==> config.mk <==
export PLATFORM = sky130hd
export DESIGN_NAME = spiq_core
export DESIGN_NICKNAME = d
export VERILOG_FILES = /design/src/hw/spiq_pkg.sv /design/src/hw/spiq_stream_if.sv /design/src/hw/spiq_buf2.sv /design/src/hw/spiq_core.sv
export SDC_FILE = /design/constraint.sdc
export NUM_CORES = 1
export LEC_CHECK = 0
export BUFFER_PORTS_ARGS = -buffer_cell sky130_fd_sc_hd__buf_2
export CAP_MARGIN = 20
export CORE_MARGIN = 3
export CORE_UTILIZATION = 60
export DETAILED_ROUTE_END_ITERATION = 16
export PLACE_DENSITY = 0.86
export SLEW_MARGIN = 30
export SYNTH_ARGS = -nofsm -noshare
export SYNTH_HDL_FRONTEND = slang
export SYNTH_SLANG_ARGS = --single-unit
export TNS_END_PERCENT = 100
==> constraint.sdc <==
create_clock -name mclk_i -period 8.86 [get_ports mclk_i]
set_clock_uncertainty 0.1 [all_clocks]
set_input_delay 1.329 -clock mclk_i [delete_from_list [all_inputs] [get_ports mclk_i]]
set_output_delay 1.329 -clock mclk_i [all_outputs]
set_load 0.005 [all_outputs]
==> src/hw/spiq_pkg.sv <==
// Purpose: Shared constants and types for the SPI controller block.
// Assumes: Eight-bit frames, chip selects addressed by a binary index.
// Notes: Widths, reset values and state codes used by the logic live here.
package spiq_pkg;
    localparam int SPIQ_NCS = 4;
    localparam int PCS_W = 2;
    localparam int DATA_W = 8;
    localparam int DIV_W = 8;
    localparam int EDGE_W = 4;
    // ========================================================
    // Frame shape and reset values
    localparam logic [EDGE_W-1:0] EDGE_LAST = 4'hf;
    localparam logic [DIV_W-1:0] DIV_ONE = 8'h01;
    localparam logic [DIV_W-1:0] DIV_ZERO = 8'h00;
    localparam logic [DATA_W-1:0] DATA_RST = 8'h00;
    localparam logic [PCS_W-1:0] PCS_RST = 2'h0;
    localparam logic TX_HOLDING_EMPTY_FLAG_RST = 1'b1;
    localparam int RXW_W = DATA_W + PCS_W;

    typedef enum logic [1:0] {
        ST_IDLE,
        ST_EXTRA,
        ST_SHIFT,
        ST_DONE
    } spiq_state_t;
endpackage

==> src/hw/spiq_stream_if.sv <==
// Purpose: Valid/ready word carrier between the engine and its buffer.
// Assumes: One clock domain; a word moves when valid and ready are high.
// Notes: The clear line empties the buffer on soft reset.
`timescale 1ns/1ps
interface spiq_stream_if #(parameter int W = 10);
    logic valid;
    logic ready;
    logic [W-1:0] data;
    logic clr;

    modport src (output valid, output data, output clr, input ready);
    modport snk (input valid, input data, input clr, output ready);
    modport drn (input ready, output valid, output data);
endinterface

==> src/hw/spiq_buf2.sv <==
// Purpose: Two-entry buffer on the received-word path.
// Assumes: Fill side and drain side share the clock.
// Notes: Output word comes straight from the head register.
`timescale 1ns/1ps
module spiq_buf2 #(
    parameter int W = 10
) (
    input wire logic mclk_i,
    input wire logic rst_n_i,
    spiq_stream_if.snk in_if,
    spiq_stream_if.drn out_if
);
    import spiq_pkg::*;

    logic [W-1:0] head_r;
    logic [W-1:0] tail_r;
    logic [1:0] cnt_r;
    logic push;
    logic pop;

    assign in_if.ready = (cnt_r != 2'h2);
    assign out_if.valid = (cnt_r != 2'h0);
    assign out_if.data = head_r;
    assign push = in_if.valid & in_if.ready;
    assign pop = out_if.valid & out_if.ready;

    // ========================================================
    // Occupancy
    always_ff @(posedge mclk_i or negedge rst_n_i)
    begin
        if (!rst_n_i)
            cnt_r <= 2'h0;
        else if (in_if.clr)
            cnt_r <= 2'h0;
        else if (push && !pop)
            cnt_r <= cnt_r + 2'h1;
        else if (pop && !push)
            cnt_r <= cnt_r - 2'h1;
    end

    // ========================================================
    // Storage
    always_ff @(posedge mclk_i or negedge rst_n_i)
    begin
        if (!rst_n_i)
        begin
            head_r <= '0;
            tail_r <= '0;
        end
        else if (pop)
        begin
            head_r <= (cnt_r == 2'h1) ? in_if.data : tail_r;
            if (push && cnt_r == 2'h2)
                tail_r <= in_if.data;
        end
        else if (push)
        begin
            if (cnt_r == 2'h0)
                head_r <= in_if.data;
            else
                tail_r <= in_if.data;
        end
    end
endmodule

==> src/hw/spiq_core.sv <==
// Purpose: SPI master/slave controller with this revision's quirks.
// Assumes: Serial pins are asynchronous and pass two flip-flops.
// Notes: Control and status are plain ports, one-cycle command pulses.
// Function
// - Chip select 0 hold with mode fault detection enabled blocks every master transfer.
// - Disabling leaves the transmit-holding-empty flag as it was.
// - Writes while disabled are dropped and keep the empty flag.
// - DMA words written after a disable are all lost.
// - Disable command is ignored in slave mode.
// - Soft reset bit resets the controller; used to leave slave mode.
// - Mixed divisor one and not one with polarity 1, phase 0 adds a pulse.
// - Received select field does not track the select pins.
`timescale 1ns/1ps
module spiq_core #(
    parameter int NCS = spiq_pkg::SPIQ_NCS
) (
    input wire logic mclk_i,
    input wire logic rst_n_i,
    input wire logic enable_cmd_i,
    input wire logic disable_cmd_i,
    input wire logic soft_reset_bit_i,
    input wire logic master_mode_i,
    input wire logic mode_fault_detect_disable_i,
    input wire logic [NCS-1:0] cs_hold_after_transfer_i,
    input wire logic [NCS-1:0] cpol_i,
    input wire logic [NCS-1:0] inverted_phase_bit_i,
    input wire logic [NCS*spiq_pkg::DIV_W-1:0] sck_divisor_i,
    input wire logic tx_wr_i,
    input wire logic [spiq_pkg::DATA_W-1:0] tx_data_i,
    input wire logic [spiq_pkg::PCS_W-1:0] tx_pcs_i,
    output logic tx_holding_empty_flag_o,
    output logic enabled_o,
    output logic mode_fault_o,
    output logic overrun_o,
    output logic busy_o,
    output logic rx_valid_o,
    output logic [spiq_pkg::DATA_W-1:0] rx_data_o,
    output logic [spiq_pkg::PCS_W-1:0] periph_select_field_o,
    input wire logic rx_ready_i,
    input wire logic sck_i,
    output logic sck_o,
    output logic sck_oe_n_o,
    input wire logic mosi_i,
    output logic mosi_o,
    output logic mosi_oe_n_o,
    input wire logic miso_i,
    output logic miso_o,
    output logic miso_oe_n_o,
    input wire logic ss_n_i,
    output logic [NCS-1:0] chip_select_pins_o
);
    import spiq_pkg::*;

    spiq_stream_if #(.W(RXW_W)) fill_if ();
    spiq_stream_if #(.W(RXW_W)) drain_if ();

    logic [3:0] s1_r;
    logic [3:0] s2_r;
    logic sck_d_r;
    logic ss_d_r;
    logic enabled_r;
    logic mode_fault_r;
    logic overrun_r;
    logic tx_holding_empty_flag_r;
    logic [DATA_W-1:0] tx_holding_reg_r;
    logic [PCS_W-1:0] thr_pcs_r;
    logic [DATA_W-1:0] shreg_r;
    logic [DATA_W-1:0] rxs_r;
    logic [DATA_W-1:0] rx_nxt;
    spiq_state_t st_r;
    logic [PCS_W-1:0] cur_cs_r;
    logic [PCS_W-1:0] last_cs_r;
    logic last_vld_r;
    logic cs_on_r;
    logic sck_r;
    logic [DIV_W-1:0] divcnt_r;
    logic [EDGE_W-1:0] edge_r;
    logic sck_s;
    logic mosi_s;
    logic miso_s;
    logic ss_s;
    logic srst;
    logic hang;
    logic tx_accept;
    logic start;
    logic need_extra;
    logic tick;
    logic edge_go;
    logic cpha;
    logic sample;
    logic shift;
    logic word_done;
    logic slave_act;
    logic sl_edge;
    logic sl_load;
    logic load;
    logic mf_evt;
    logic in_bit;

    function automatic logic [DIV_W-1:0] div_of(input logic [PCS_W-1:0] i,
        input logic [NCS*DIV_W-1:0] v);
        logic [DIV_W-1:0] d;
        d = v[i*DIV_W +: DIV_W];
        return (d == DIV_ZERO) ? DIV_ONE : d;
    endfunction

    // ========================================================
    // Pin synchronisers: sck, mosi, miso, ss_n
    always_ff @(posedge mclk_i or negedge rst_n_i)
    begin
        if (!rst_n_i)
        begin
            s1_r <= 4'h1;
            s2_r <= 4'h1;
            sck_d_r <= 1'b0;
            ss_d_r <= 1'b1;
        end
        else
        begin
            s1_r <= {sck_i, mosi_i, miso_i, ss_n_i};
            s2_r <= s1_r;
            sck_d_r <= s2_r[3];
            ss_d_r <= s2_r[0];
        end
    end
    assign sck_s = s2_r[3];
    assign mosi_s = s2_r[2];
    assign miso_s = s2_r[1];
    assign ss_s = s2_r[0];

    // ========================================================
    // Control decode
    assign srst = soft_reset_bit_i;
    assign hang = cs_hold_after_transfer_i[0]
        & ~mode_fault_detect_disable_i;
    assign tx_accept = tx_wr_i & enabled_r;
    assign mf_evt = master_mode_i & enabled_r
        & ~mode_fault_detect_disable_i & ~ss_s;
    assign start = master_mode_i & enabled_r & ~tx_holding_empty_flag_r & ~hang
        & (st_r == ST_IDLE) & fill_if.ready;
    assign need_extra = last_vld_r & (last_cs_r != thr_pcs_r)
        & cpol_i[thr_pcs_r] & ~inverted_phase_bit_i[thr_pcs_r]
        & ((div_of(last_cs_r, sck_divisor_i) == DIV_ONE)
        != (div_of(thr_pcs_r, sck_divisor_i) == DIV_ONE));
    assign tick = ((st_r == ST_EXTRA) || (st_r == ST_SHIFT))
        && (divcnt_r == div_of(cur_cs_r, sck_divisor_i) - DIV_ONE);
    assign slave_act = ~master_mode_i & enabled_r & ~ss_s;
    assign sl_edge = slave_act & (sck_s != sck_d_r);
    assign edge_go = ((st_r == ST_SHIFT) & tick) | sl_edge;
    assign cpha = ~inverted_phase_bit_i[master_mode_i ? cur_cs_r : PCS_RST];
    assign sample = edge_go & (edge_r[0] == cpha);
    assign shift = edge_go & (edge_r[0] != cpha) & (edge_r != '0);
    assign word_done = edge_go & (edge_r == EDGE_LAST);
    assign sl_load = ~master_mode_i & enabled_r
        & ((ss_d_r & ~ss_s) | (sl_edge & (edge_r == EDGE_LAST)));
    assign load = start | sl_load;
    assign in_bit = master_mode_i ? miso_s : mosi_s;
    assign rx_nxt = sample ? {rxs_r[DATA_W-2:0], in_bit} : rxs_r;

    // ========================================================
    // Enable and sticky error flags
    always_ff @(posedge mclk_i or negedge rst_n_i)
    begin
        if (!rst_n_i)
            enabled_r <= 1'b0;
        else if (srst)
            enabled_r <= 1'b0;
        else if (mf_evt)
            enabled_r <= 1'b0;
        else if (disable_cmd_i && master_mode_i)
            enabled_r <= 1'b0;
        else if (enable_cmd_i)
            enabled_r <= 1'b1;
    end

    always_ff @(posedge mclk_i or negedge rst_n_i)
    begin
        if (!rst_n_i)
        begin
            mode_fault_r <= 1'b0;
            overrun_r <= 1'b0;
        end
        else if (srst)
        begin
            mode_fault_r <= 1'b0;
            overrun_r <= 1'b0;
        end
        else
        begin
            // Set beats the clear done by a fresh enable
            mode_fault_r <= mf_evt | (mode_fault_r & ~enable_cmd_i);
            overrun_r <= (slave_act & word_done & ~fill_if.ready)
                | (overrun_r & ~enable_cmd_i);
        end
    end

    // ========================================================
    // Transmit holding register; disable never touches the flag
    always_ff @(posedge mclk_i or negedge rst_n_i)
    begin
        if (!rst_n_i)
        begin
            tx_holding_empty_flag_r <= TX_HOLDING_EMPTY_FLAG_RST;
            tx_holding_reg_r <= DATA_RST;
            thr_pcs_r <= PCS_RST;
        end
        else if (srst)
        begin
            tx_holding_empty_flag_r <= TX_HOLDING_EMPTY_FLAG_RST;
            tx_holding_reg_r <= DATA_RST;
            thr_pcs_r <= PCS_RST;
        end
        else if (tx_accept)
        begin
            tx_holding_empty_flag_r <= 1'b0;
            tx_holding_reg_r <= tx_data_i;
            thr_pcs_r <= tx_pcs_i;
        end
        else if (load)
            tx_holding_empty_flag_r <= 1'b1;
    end

    // ========================================================
    // Shift registers, shared by master and slave
    always_ff @(posedge mclk_i or negedge rst_n_i)
    begin
        if (!rst_n_i)
        begin
            shreg_r <= DATA_RST;
            rxs_r <= DATA_RST;
        end
        else if (srst)
        begin
            shreg_r <= DATA_RST;
            rxs_r <= DATA_RST;
        end
        else
        begin
            rxs_r <= rx_nxt;
            // Slave with nothing queued sends zeros
            if (load)
                shreg_r <= tx_holding_empty_flag_r ? DATA_RST : tx_holding_reg_r;
            else if (shift)
                shreg_r <= {shreg_r[DATA_W-2:0], 1'b0};
        end
    end

    // ========================================================
    // Master sequencer
    always_ff @(posedge mclk_i or negedge rst_n_i)
    begin
        if (!rst_n_i)
            st_r <= ST_IDLE;
        else if (srst || (master_mode_i && !enabled_r))
            st_r <= ST_IDLE;
        else
            unique case (st_r)
                ST_IDLE:
                    if (start)
                        st_r <= need_extra ? ST_EXTRA : ST_SHIFT;
                ST_EXTRA:
                    if (tick && edge_r[0])
                        st_r <= ST_SHIFT;
                ST_SHIFT:
                    if (word_done)
                        st_r <= ST_DONE;
                ST_DONE:
                    if (fill_if.ready)
                        st_r <= ST_IDLE;
            endcase
    end

    always_ff @(posedge mclk_i or negedge rst_n_i)
    begin
        if (!rst_n_i)
        begin
            divcnt_r <= DIV_ZERO;
            edge_r <= '0;
        end
        else if (srst || start || tick || (!master_mode_i && ss_s))
        begin
            divcnt_r <= DIV_ZERO;
            if (srst || start || (!master_mode_i && ss_s)
                || (st_r == ST_EXTRA && edge_r[0]))
                edge_r <= '0;
            else
                edge_r <= edge_r + 4'h1;
        end
        else
        begin
            divcnt_r <= divcnt_r + DIV_ONE;
            if (sl_edge)
                edge_r <= edge_r + 4'h1;
        end
    end

    // ========================================================
    // Select, clock level and divisor history
    always_ff @(posedge mclk_i or negedge rst_n_i)
    begin
        if (!rst_n_i)
        begin
            cur_cs_r <= PCS_RST;
            last_cs_r <= PCS_RST;
            last_vld_r <= 1'b0;
            cs_on_r <= 1'b0;
            sck_r <= 1'b0;
        end
        else if (srst)
        begin
            cur_cs_r <= PCS_RST;
            last_cs_r <= PCS_RST;
            last_vld_r <= 1'b0;
            cs_on_r <= 1'b0;
            sck_r <= 1'b0;
        end
        else if (start)
        begin
            cur_cs_r <= thr_pcs_r;
            cs_on_r <= 1'b1;
            sck_r <= cpol_i[thr_pcs_r];
        end
        else
        begin
            if (tick)
                sck_r <= ~sck_r;
            if (st_r == ST_DONE && fill_if.ready)
            begin
                last_cs_r <= cur_cs_r;
                last_vld_r <= 1'b1;
                cs_on_r <= cs_hold_after_transfer_i[cur_cs_r];
            end
            else if (!enabled_r)
                cs_on_r <= 1'b0;
        end
    end

    // ========================================================
    // Received words; select field copies the holding select at word
    // end, not the pins, so software must not trust it
    assign fill_if.valid = master_mode_i ? (st_r == ST_DONE)
        : (slave_act & word_done);
    assign fill_if.data = {thr_pcs_r, rx_nxt};
    assign fill_if.clr = srst;
    assign drain_if.ready = rx_ready_i;

    spiq_buf2 #(.W(RXW_W)) u_rxbuf (
        .mclk_i(mclk_i),
        .rst_n_i(rst_n_i),
        .in_if(fill_if),
        .out_if(drain_if)
    );

    // ========================================================
    // Outputs
    assign rx_valid_o = drain_if.valid;
    assign rx_data_o = drain_if.data[DATA_W-1:0];
    assign periph_select_field_o = drain_if.data[RXW_W-1:DATA_W];
    assign tx_holding_empty_flag_o = tx_holding_empty_flag_r;
    assign enabled_o = enabled_r;
    assign mode_fault_o = mode_fault_r;
    assign overrun_o = overrun_r;
    assign busy_o = (st_r != ST_IDLE);
    assign sck_o = sck_r;
    assign mosi_o = shreg_r[DATA_W-1];
    assign miso_o = shreg_r[DATA_W-1];
    assign sck_oe_n_o = ~(master_mode_i & enabled_r);
    assign mosi_oe_n_o = ~(master_mode_i & enabled_r);
    assign miso_oe_n_o = ~slave_act;
    assign chip_select_pins_o = cs_on_r ? ~(NCS'(1) << cur_cs_r) : '1;

    // ========================================================
    // Assertions
    property p_hang;
        @(posedge mclk_i) disable iff (!rst_n_i)
        (hang && st_r == ST_IDLE) |=> st_r == ST_IDLE;
    endproperty
    a_hang: assert property (p_hang) else $error("start while hung");

    property p_dis_flag;
        @(posedge mclk_i) disable iff (!rst_n_i)
        (disable_cmd_i && !srst && !tx_wr_i && !load)
            |=> tx_holding_empty_flag_r == $past(tx_holding_empty_flag_r);
    endproperty
    a_dis_flag: assert property (p_dis_flag) else $error("flag moved");

    property p_wr_off;
        @(posedge mclk_i) disable iff (!rst_n_i)
        (tx_wr_i && !enabled_r && !srst && !load && tx_holding_empty_flag_r) |=> tx_holding_empty_flag_r;
    endproperty
    a_wr_off: assert property (p_wr_off) else $error("write cleared flag");

    property p_dma_lost;
        @(posedge mclk_i) disable iff (!rst_n_i)
        (!enabled_r && tx_wr_i && !srst && !enable_cmd_i)[*2]
            |=> tx_holding_reg_r == $past(tx_holding_reg_r, 2);
    endproperty
    a_dma_lost: assert property (p_dma_lost) else $error("word kept");

    property p_slv_dis;
        @(posedge mclk_i) disable iff (!rst_n_i)
        (disable_cmd_i && !master_mode_i && enabled_r && !srst)
            |=> enabled_r;
    endproperty
    a_slv_dis: assert property (p_slv_dis) else $error("slave disabled");

    property p_srst;
        @(posedge mclk_i) disable iff (!rst_n_i)
        srst |=> tx_holding_empty_flag_r && !enabled_r && !busy_o && (&chip_select_pins_o);
    endproperty
    a_srst: assert property (p_srst) else $error("soft reset missed");

    property p_extra;
        @(posedge mclk_i) disable iff (!rst_n_i)
        (start && need_extra && !srst) |=> st_r == ST_EXTRA
            ##1 (st_r == ST_EXTRA)[*1];
    endproperty
    a_extra: assert property (p_extra) else $error("no extra pulse");

    property p_rx_sel;
        @(posedge mclk_i) disable iff (!rst_n_i)
        (fill_if.valid && !rx_valid_o && !srst)
            |=> periph_select_field_o == $past(thr_pcs_r);
    endproperty
    a_rx_sel: assert property (p_rx_sel) else $error("select field");

    property p_sck_tog;
        @(posedge mclk_i) disable iff (!rst_n_i)
        (st_r == ST_SHIFT && tick && !srst && enabled_r)
            |=> sck_o != $past(sck_o);
    endproperty
    a_sck_tog: assert property (p_sck_tog) else $error("sck stuck");

    property p_cs_low;
        @(posedge mclk_i) disable iff (!rst_n_i)
        (start && !srst && !mf_evt) |=> !chip_select_pins_o[cur_cs_r];
    endproperty
    a_cs_low: assert property (p_cs_low) else $error("select not low");

    c_master: cover property (@(posedge mclk_i) disable iff (!rst_n_i)
        st_r == ST_DONE && fill_if.ready);
    c_extra: cover property (@(posedge mclk_i) disable iff (!rst_n_i)
        st_r == ST_EXTRA);
    c_slave: cover property (@(posedge mclk_i) disable iff (!rst_n_i)
        slave_act && word_done);
    c_fault: cover property (@(posedge mclk_i) disable iff (!rst_n_i)
        mf_evt);
endmodule

==> results.cfg, run 1 <==
[setup_path]
regToRegStartpoint = cur_cs_r[1]
worstPathCellList = buf_2, mux4_2, or4_1, nor2_1, a21oi_1, ha_1, xor2_1, o211ai_1, a211oi_1, nand4_1, a2111oi_4, a31oi_2, o31ai_4, mux2_2
path_buf_inv = 1
path_class = in2reg
crit_start = sck_divisor_i[27]
cp_data_required_time_ps = 9010
cp.arrival_ps = 5640
critPathMaxFanout = 9
start_kind = input pin
crit_family = compound AO/OA/AOI/OAI gates
cp_slowest_stage_delay_ps = 670
crit_path_top_delay_cell = or4_1
critPathCaptureType = register

[synthesis]
synth_nets = 569
seq_area_frac_synth_pct = 42.61
yosys_warnings = 0
synthFlopType = dfrtp_1
yosys.area.top_type_share_pct = 40.46
yosys-top-cells-area = dfrtp_1 40%, mux4_2 3.7%, nand2_1 3.6%
yosysTopAreaCell = dfrtp_1
syn_avg_cell_area_um2 = 9.951
ys_ff_latch = 83
synth-edff-count = 0
synthCells = 491
synth_async_sr_flop_share_pct = 100.0
synth_area_um2 = 4886
ys_types = 59

[timing]
drv_slew = 0
max_freq_mhz = 182.3
slew_headroom_pct = 32.97
timing.final.crit_share_pct = 61.90
fin_crit_ps = 5485
setup_tns_ps = 0
hold_violations = 0
whs_ps = 262.5
grt_setup_unrepaired = no
tightest_slew_ps = 998.3
finalSetupViolations = 0

[place]
gp_congestion = 0.9198
dp.cells = 661
portBuffers = 92
post-dp-hpwl_mm = 8.846

[layout]
postLayoutCoreUtil_pct = 71.65
finish.net_count = 648
area_growth_pct = 14.49
antenna_cells = 0
layout.cells.non_filler = 677
drive_gt1_share_pct = 26.43

[routing]
drc = 0
ant_nets = 0
viasPerCell = 6.196
wirelength_mm = 12.10
vias = 4195
drt-wirelength-per-cell_um = 17.87
dr.pass1.iters = 5
drt_iter0_drc = 367

[clocking]
cts.sinks = 83
post_cts_buffers = 0
htreeDepth = 3
insertion_delay_ps = 370
cts.path.max_buffers = 2
hold_buffers = 0
cts_tree = yes
cts_resized = 0
clk_pin_slew_ps = 100
cts-root-buf = clkbuf_8
cts_buffers = 9

[die]
rows = 32
io_pins = 93
die_w_um = 96.24
initial_core_util_pct = 62.58
core_area_um2 = 7807
dieArea_um2 = 9262
die_h_um = 96.24

[power]
p_switching_uw = 330.3
powerDensity_nw_per_um2 = 177.3
clockPowerShare_pct = 29.8
p_seq_share_pct = 44.2
switching_share_pct = 33.31
power.leakage_uw = 0.002496
p_comb_share_pct = 25.9
ir_drop_mv = 0.1692
p_int_uw = 661.3

[grt]
antenna_found_initial = 0
grt_usage_pct = 27.35
grt_pass1_wl_mm = 19.51
grt_remaining_overflow = 0
grt_max_degree = 84
first_global_vias = 4076

[worst_hold_path]
hp-start = s1_r[1]
worstHoldPathType = reg2reg

[status]
status = finished clean

[job]
maxCapViolCount = 0
-- cells by family after synthesis --
kind of cell               after synthesis  share of synthesized area [%]
AOI/OAI and AO/OA                      119                          18.23
xor gates and xnor gates                23                          4.123
adders and majority gates               11                          2.817
buffers and inverters                   67                          5.761
DFF                                     83                          42.61
muxes                                   37                          11.60
and+or+nand+nor                        151                          14.85
-- metal layers --
metal  GRT usage, %  share of wire [%]
met4          9.123                2.3
met1          35.71                 41
met3          3.909                5.0
met5              0                  0
met2          46.64                 51
-- cells in the mapped netlist (11+ instances only) --
master / count
ha_1: 11
mux2_2: 12
inv_1: 40
xnor2_1: 13
o21ai_0: 30
clkbuf_1: 18
dfrtp_1: 79
a21oi_1: 28
nand3_1: 12
nand2_1: 47
mux2i_1: 12
nor2_1: 42
-- state kept, by name, indices dropped and copies added, names as in the netlist, 2 cells and up --
register,count
divcnt_r,8
tx_holding_reg_r,8
shreg_r,8
thr_pcs_r,2
u_rxbuf.out_if.data,10
cur_cs_r,2
s1_r,4
last_cs_r,2
rxs_r,8
edge_r,4
st_r,2
u_rxbuf.tail_r,10
u_rxbuf.cnt_r,2
s2_r,4
-- area by class of cell --
type                            instances  area, um^2
Fill cell                             599        2213
Clock buffer                            9       123.9
Timing Repair Buffer                   95       489.2
Multi-Input combinational cell        341        2527
Tap cell                              102       127.6
Sequential cell                        83        2082
Clock inverter                          7       93.84
Inverter                               40       150.1
-- power by group through the flow --
stage	clock, uW	sequential [uW]	combinational (uW)
2_1_floorplan	0	442	161
3_3_place_gp	0	445	245
3_5_place_dp	0	445	252
4_1_cts	299	438	255
5_1_grt	315	442	285
6_report	296	439	257
-- metrics by stage --
step                power [uW]  setup slack (ps)  cell area, um^2
floorplan                602.9              3552             4886
global placement         690.2              3179             5368
detailed placement       697.3              3045             5371
CTS                      992.3              3416             5589
global route              1043              3205             5594
finish                   991.6              3375             5594
-- cells in the final DEF, fill, tap and decap left out, types with 4 or more instances in the layout --
cell and n:
or4_1 6, clkbuf_8 9, o21ai_0 30, a21oi_1 28, or2_2 4, o32ai_1 7
ha_1 11, mux4_1 5, a211oi_1 4, o221a_2 5, inv_1 40, and3_1 4
nor2b_1 4, nand2b_1 4, buf_2 91, xnor2_1 13, nand3_1 12, dfrtp_1 79
nor4_1 4, xor2_1 10, a21o_1 5, nor3_1 6, dfstp_2 4, mux2i_1 12
a22o_1 7, mux2_2 12, nor2_1 42, o22a_1 8, mux4_2 8, or3_1 5
nand2_1 47
-- path summary, 6_finish.rpt --
| check | end | cells after the start | slack [ps] |
|---|---|---|---|
| min in group asynchronous | divcnt_r[4] | 1 | 870 |
| worst max register to register | shreg_r[6] | 13 | 3670 |
| worst min register to register | s2_r[1] | 0 | 260 |
| worst min-delay path | s2_r[1] | 0 | 260 |
| max in group asynchronous | u_rxbuf.tail_r[4] | 1 | 7260 |
| worst max-delay path | shreg_r[6] | 14 | 3380 |
Note: power is estimated with default switching activity, not from simulation.
==> run 2: changes to the inputs <==
Settings changed: CORE_UTILIZATION 60 to 51, PLACE_DENSITY 0.86 to 0.78.
Clock period 8.86 ns to 4.4 ns, I/O delays scaled along.
==> run 2 against run 1 <==
Flip-flop and latch count did not move. Cell count rose by 7.7%. Power rose by 100%. Wire length rose by 5.6%. Non-clock buffer count rose by 25. Sequential power rose by 100%. Combinational power rose by 110%. Cell area rose by 5.8%. Clock-buffer cell count did not move. Clock power rose by 100%. Critical endpoint is now shreg_r[4].
==> results.cfg, run 2 (synthesized netlist as in run 1, its figures left out) <==
[status]
status = finished clean

[grt]
grt_usage_pct = 24.11
grt_remaining_overflow = 0
first_global_vias = 4383
antenna_found_initial = 0
grt_max_degree = 84
grt_pass1_wl_mm = 21.35

[setup_path]
critPathMaxFanout = 8
regToRegStartpoint = cur_cs_r[0]
critPathCaptureType = register
crit_start = cur_cs_r[0]
rrSetupSlack_ps = 210
r2r-end = shreg_r[4]
cp_slowest_stage_delay_ps = 570
start_kind = register
cp.arrival_ps = 4330
critical_path_depth = 15
r2r_cells = 15
cp_data_required_time_ps = 4540
crit_path_top_delay_cell = mux4_2
worstSetupEndpoint = shreg_r[4]
worstPathCellList = mux4_2, or4_4, nor2_4, a21oi_2, ha_1, xor2_1, o211ai_1, a211oi_1, nand4_1, a2111oi_4, buf_6, a31oi_2, o31ai_4, buf_12, mux2_4
crit_family = compound AO/OA/AOI/OAI gates
path_class = reg2reg
path_buf_inv = 2

[timing]
max_freq_mhz = 238.9
finalSetupViolations = 0
grt_setup_unrepaired = no
fin_crit_ps = 4187
slew_headroom_pct = 49.02
tightest_slew_ps = 761.8
timing.final.crit_share_pct = 95.15
hold_violations = 0
drv_slew = 0

[place]
post_dp_cell_area_um2 = 5649
post-dp-hpwl_mm = 9.420
dp.cells = 711
portBuffers = 92
gp_congestion = 0.9297

[clocking]
clk_pin_slew_ps = 80
hold_buffers = 0
cts-root-buf = clkbuf_8
cts.path.max_buffers = 2
htreeDepth = 3
cts.sinks = 83
cts_tree = yes
cts_buffers = 9
insertion_delay_ps = 360

[power]
clockPowerShare_pct = 29.5
p_int_uw = 1387
p_switching_uw = 635.0
ir_drop_mv = 0.2468
switching_share_pct = 31.40
power.leakage_uw = 0.002657
p_seq_share_pct = 43.7
p_comb_share_pct = 26.8
powerDensity_nw_per_um2 = 341.6

[job]
maxCapViolCount = 0

[routing]
drt_iter0_drc = 278
viasPerCell = 5.898
drc = 0
wirelength_mm = 12.78
dr.pass1.iters = 5
vias = 4300
drt-wirelength-per-cell_um = 17.52
ant_nets = 0

[layout]
final_cell_mix = 91 x buf_2, 78 x dfrtp_1, 47 x nand2_1
layout.cells.non_filler = 729
area_growth_pct = 21.18
final_area_um2 = 5921
drive_gt1_share_pct = 30.50
layout_commonest_cell = buf_2
finish.net_count = 674
antenna_cells = 0

[die]
initial_core_util_pct = 52.63
core_area_um2 = 9284
rows = 35
dieArea_um2 = 10790
die_w_um = 103.9
die_h_um = 103.9
io_pins = 93

[worst_hold_path]
worstHoldPathType = in2async
-- run 2: cell count changes in the layout (fill, tap and decap cells not counted), moves of 3 or more --
cell      change
buf_4        +22
clkinv_4      +3
mux2_2        -7
mux2_4        +7
-- run 2: layout make-up --
| class | count | area [um^2] |
|---|---|---|
| timing repair buffer | 120 | 705.7 |
| clock buffer | 9 | 123.9 |
| inverter | 40 | 150.1 |
| tap | 129 | 161.4 |
| sequential | 83 | 2083 |
| multi-input combinational | 342 | 2605 |
| fill | 762 | 3363 |
| clock inverter | 6 | 91.34 |
-- run 2: what timing repair did --
action,4_1_cts,5_1_grt
cloned,0,1
pin swaps,0,2
gates resized for setup,1,5
setup buffers,0,2
endpoints found under the setup margin,10,32
-- run 2: through the flow --
step	hold slack (ps)	setup WS, ps	TNS, ps	power [uW]	util [%]
floorplan	231.2	-97.95	-685.7	1218	-
global placement	234.3	-18.81	-18.81	1409	60.81
detailed placement	235.5	-108.1	-1299	1428	60.85
CTS	257.0	82.50	0	2029	63.18
global route	262.9	23.36	0	2132	63.77
finish	217.9	213.5	0	2022	63.77
-- run 2: worst min-delay path by stage --
stage,startpoint,to,slack [ps],depth (start not counted)
floorplan,s1_r[1],s2_r[1],230,0
global placement,s1_r[2],s2_r[2],230,0
detailed placement,s1_r[3],s2_r[3],240,0
CTS,rst_n_i,shreg_r[6],260,1
global route,rst_n_i,tx_holding_reg_r[6],260,1
finish,rst_n_i,shreg_r[6],220,1
-- run 2: routing by layer --
metal  vias up  global-route usage (%)  wire length [um]
met5         -                       0                 0
met4         0                   9.592               349
met3        26                   5.400               683
met2       156                   39.37              6184
met1      2144                   31.33              5557
li1       1974                       -                 -
-- run 2: power by group through the flow --
| stage | clock (uW) | combinational, uW | sequential (uW) |
|---|---|---|---|
| after floorplan | 0 | 328 | 889 |
| after global placement | 0 | 515 | 894 |
| after detailed placement | 0 | 531 | 898 |
| after CTS | 611 | 536 | 882 |
| after global routing | 636 | 604 | 892 |
| final | 597 | 542 | 884 |
-- run 2: worst register-to-register path: stages, from the launching register on --
cell,delay [ps]
dfrtp_2,490
mux4_2,570
or4_4,550
nor2_4,100
a21oi_2,60
ha_1,300
xor2_1,160
o211ai_1,100
a211oi_1,180
nand4_1,180
a2111oi_4,240
buf_6,180
a31oi_2,130
o31ai_4,260
buf_12,180
mux2_4,300
==> run 3: changes to the inputs <==
Settings changed: ABC_AREA set to 1.
==> run 3 against run 2 <==
Synthesized cell count up 35%. Clock power down 17%. Critical path depth up 9. Non-clock buffer count down 24. Die area down 0.32%. Utilization down 3.3 points. Worst hold slack better by 27 ps. Cell area down 5.6%. Critical endpoint is now u_rxbuf.out_if.data[0]. Sequential power up 1%. Setup slack better by 81 ps. Sequential share of layout area up 2.1 points. Fmax up 2.0%.
==> results.cfg, run 3 <==
[status]
status = finished clean

[place]
post-dp-hpwl_mm = 9.714
gp_congestion = 0.9296
portBuffers = 92
dpl_worst_slack_ps = 281.4
dp.cells = 871

[grt]
first_global_vias = 4332
antenna_found_initial = 0
grt_pass1_wl_mm = 20.93
grt_max_degree = 84
grt_usage_pct = 23.71
grt_remaining_overflow = 0

[routing]
drt_iter0_drc = 351
highest_layer = met4
wl_met3_um = 903
dr.pass1.iters = 5
wirelength_mm = 12.62
vias = 4668
drc = 0
wl_met2_mm = 5.995
drt-wirelength-per-cell_um = 14.23
ant_nets = 0
viasPerCell = 5.263
met1_length_mm = 5.567

[synthesis]
synth_most_common_cell = nand2_1
synthFlopType = dfrtp_1
synth_async_sr_flop_share_pct = 100.0
synthCells = 664
ys_top_cells_by_count = 209 x nand2_1, 94 x inv_1, 79 x dfrtp_1, 49 x nor2_1, 44 x nand3_1
yosys.area.top_type_share_pct = 40.60
yosys-top-cells-area = dfrtp_1 41%, nand2_1 16%, inv_1 7.2%
yosysTopAreaCell = dfrtp_1
synth_nets = 742
syn_avg_cell_area_um2 = 7.334
synth_area_um2 = 4870
yosys_warnings = 0
synth-edff-count = 0
seq_area_frac_synth_pct = 42.75
ys_ff_latch = 83
ys_types = 42

[timing]
timing.final.crit_share_pct = 93.31
grt_setup_unrepaired = yes
slew_headroom_pct = 48.82
fin_crit_ps = 4106
drv_slew = 0
setup_ws_ps = 294.3
hold_violations = 0
max_freq_mhz = 243.6
finalSetupViolations = 0
tightest_slew_ps = 764.9

[die]
rows = 35
die_h_um = 103.7
dieArea_um2 = 10760
core_area_um2 = 9240
initial_core_util_pct = 52.70
die_w_um = 103.7
io_pins = 93

[clocking]
insertion_delay_ps = 350
cts_tree = yes
clk_pin_slew_ps = 90
cts.sinks = 83
cts-root-buf = clkbuf_8
post_cts_buffers = 0
htreeDepth = 3
cts_resized = 0
cts.path.max_buffers = 2
hold_buffers = 0
cts_buffers = 9

[setup_path]
start_kind = register
r2r_cells = 24
critPathMaxFanout = 16
cp_data_required_time_ps = 4550
critPathCaptureType = register
cp.arrival_ps = 4260
path_class = reg2reg

[job]
maxCapViolCount = 0

[power]
powerDensity_nw_per_um2 = 326.3
ir_drop_mv = 0.1965
power.leakage_uw = 0.002881

[layout]
layout_commonest_cell = nand2_1
antenna_cells = 0
layout.cells.non_filler = 887
drive_gt1_share_pct = 19.26
area_growth_pct = 14.75
finish.net_count = 831
final_cell_mix = 209 x nand2_1, 94 x inv_1, 91 x buf_2

[worst_hold_path]
worstHoldPathType = in2async
run 3: cell types whose count changed after synthesis, sizes merged, moves of 7 or more:
cell    before  now
nand3       12   49
inv         40   98
o221a        8    0
o22a         8    0
nor2        42   61
mux4        13    0
mux2        12    0
mux2i       12    0
nand2       47  217
o21ai       30   53
xnor2       13    1
clkbuf      18    8
a22o         7    0
run 3: path summary, 6_finish.rpt:
check,end,slack (ps),startpoint
min,u_rxbuf.out_if.data[8],250,rst_n_i
max in group asynchronous,shreg_r[0],3460,rst_n_i
max,u_rxbuf.out_if.data[0],290,cur_cs_r[0]
min in group mclk_i,s2_r[2],250,s1_r[2]
min reg2reg,s2_r[2],250,s1_r[2]
max reg2reg,u_rxbuf.out_if.data[0],290,cur_cs_r[0]
run 3: layout make-up:
class,instances,area [um^2]
inverters,98,367.9
clock buffers,10,127.6
fillers,861,3652
well taps,129,161.4
repair buffers,96,496.7
flip-flops and latches,83,2082
clock inverters,6,48.80
multi-input cells,465,2303
run 3: power breakdown:
group | switching, uW | leakage (uW) | total [uW] | internal [uW]
clock network | 288 | 0.0000795 | 498 | 210
registers | 48.3 | 0.00111 | 893 | 845
logic | 275 | 0.00169 | 431 | 156
run 3: metal layers:
metal	vias up	GRT usage (%)
met1	2185	32.33
li1	2303	-
met5	-	0
met2	169	38.55
met3	11	5.421
met4	0	5.983
run 3: metrics by stage:
stage	total power, uW	TNS, ps	hold WS, ps	cell area [um^2]	utilization, %
after floorplan	1168	0	231.2	4870	-
after global placement	1323	0	235.6	5408	58.52
after detailed placement	1338	0	236.4	5411	58.56
after CTS	1838	0	255.9	5588	60.47
after global routing	1938	-281.1	265.6	5588	60.47
final	1823	0	245.2	5588	60.47
run 3: worst max-delay path, cell delays in order, from the launching register on:
cell,delay [ps]
dfrtp_1,500
buf_4,220
nor2_2,240
nand2_1,80
nand3_1,200
nor2_2,70
nand2_2,120
nand2_2,60
inv_1,60
ha_1,240
inv_1,80
nor2_1,110
nand3_1,70
nand2_1,110
nor2_1,60
nor2_1,80
nand2_1,70
nor3_2,230
nand3_1,120
nand2_2,130
nand2_1,290
o21ai_0,500
nand2_1,90
nand3_1,110
nand2_1,50
run 3: kinds of logic after synthesis:
| logic type | synth area share (%) |
|---|---|
| AO/OA/AOI/OAI | 11.90 |
| adder cells (fa/ha/maj) | 2.826 |
| flip-flops | 42.75 |
| buffers and inverters | 9.943 |
| AND/OR/NAND/NOR | 31.50 |
| XOR/XNOR | 1.079 |
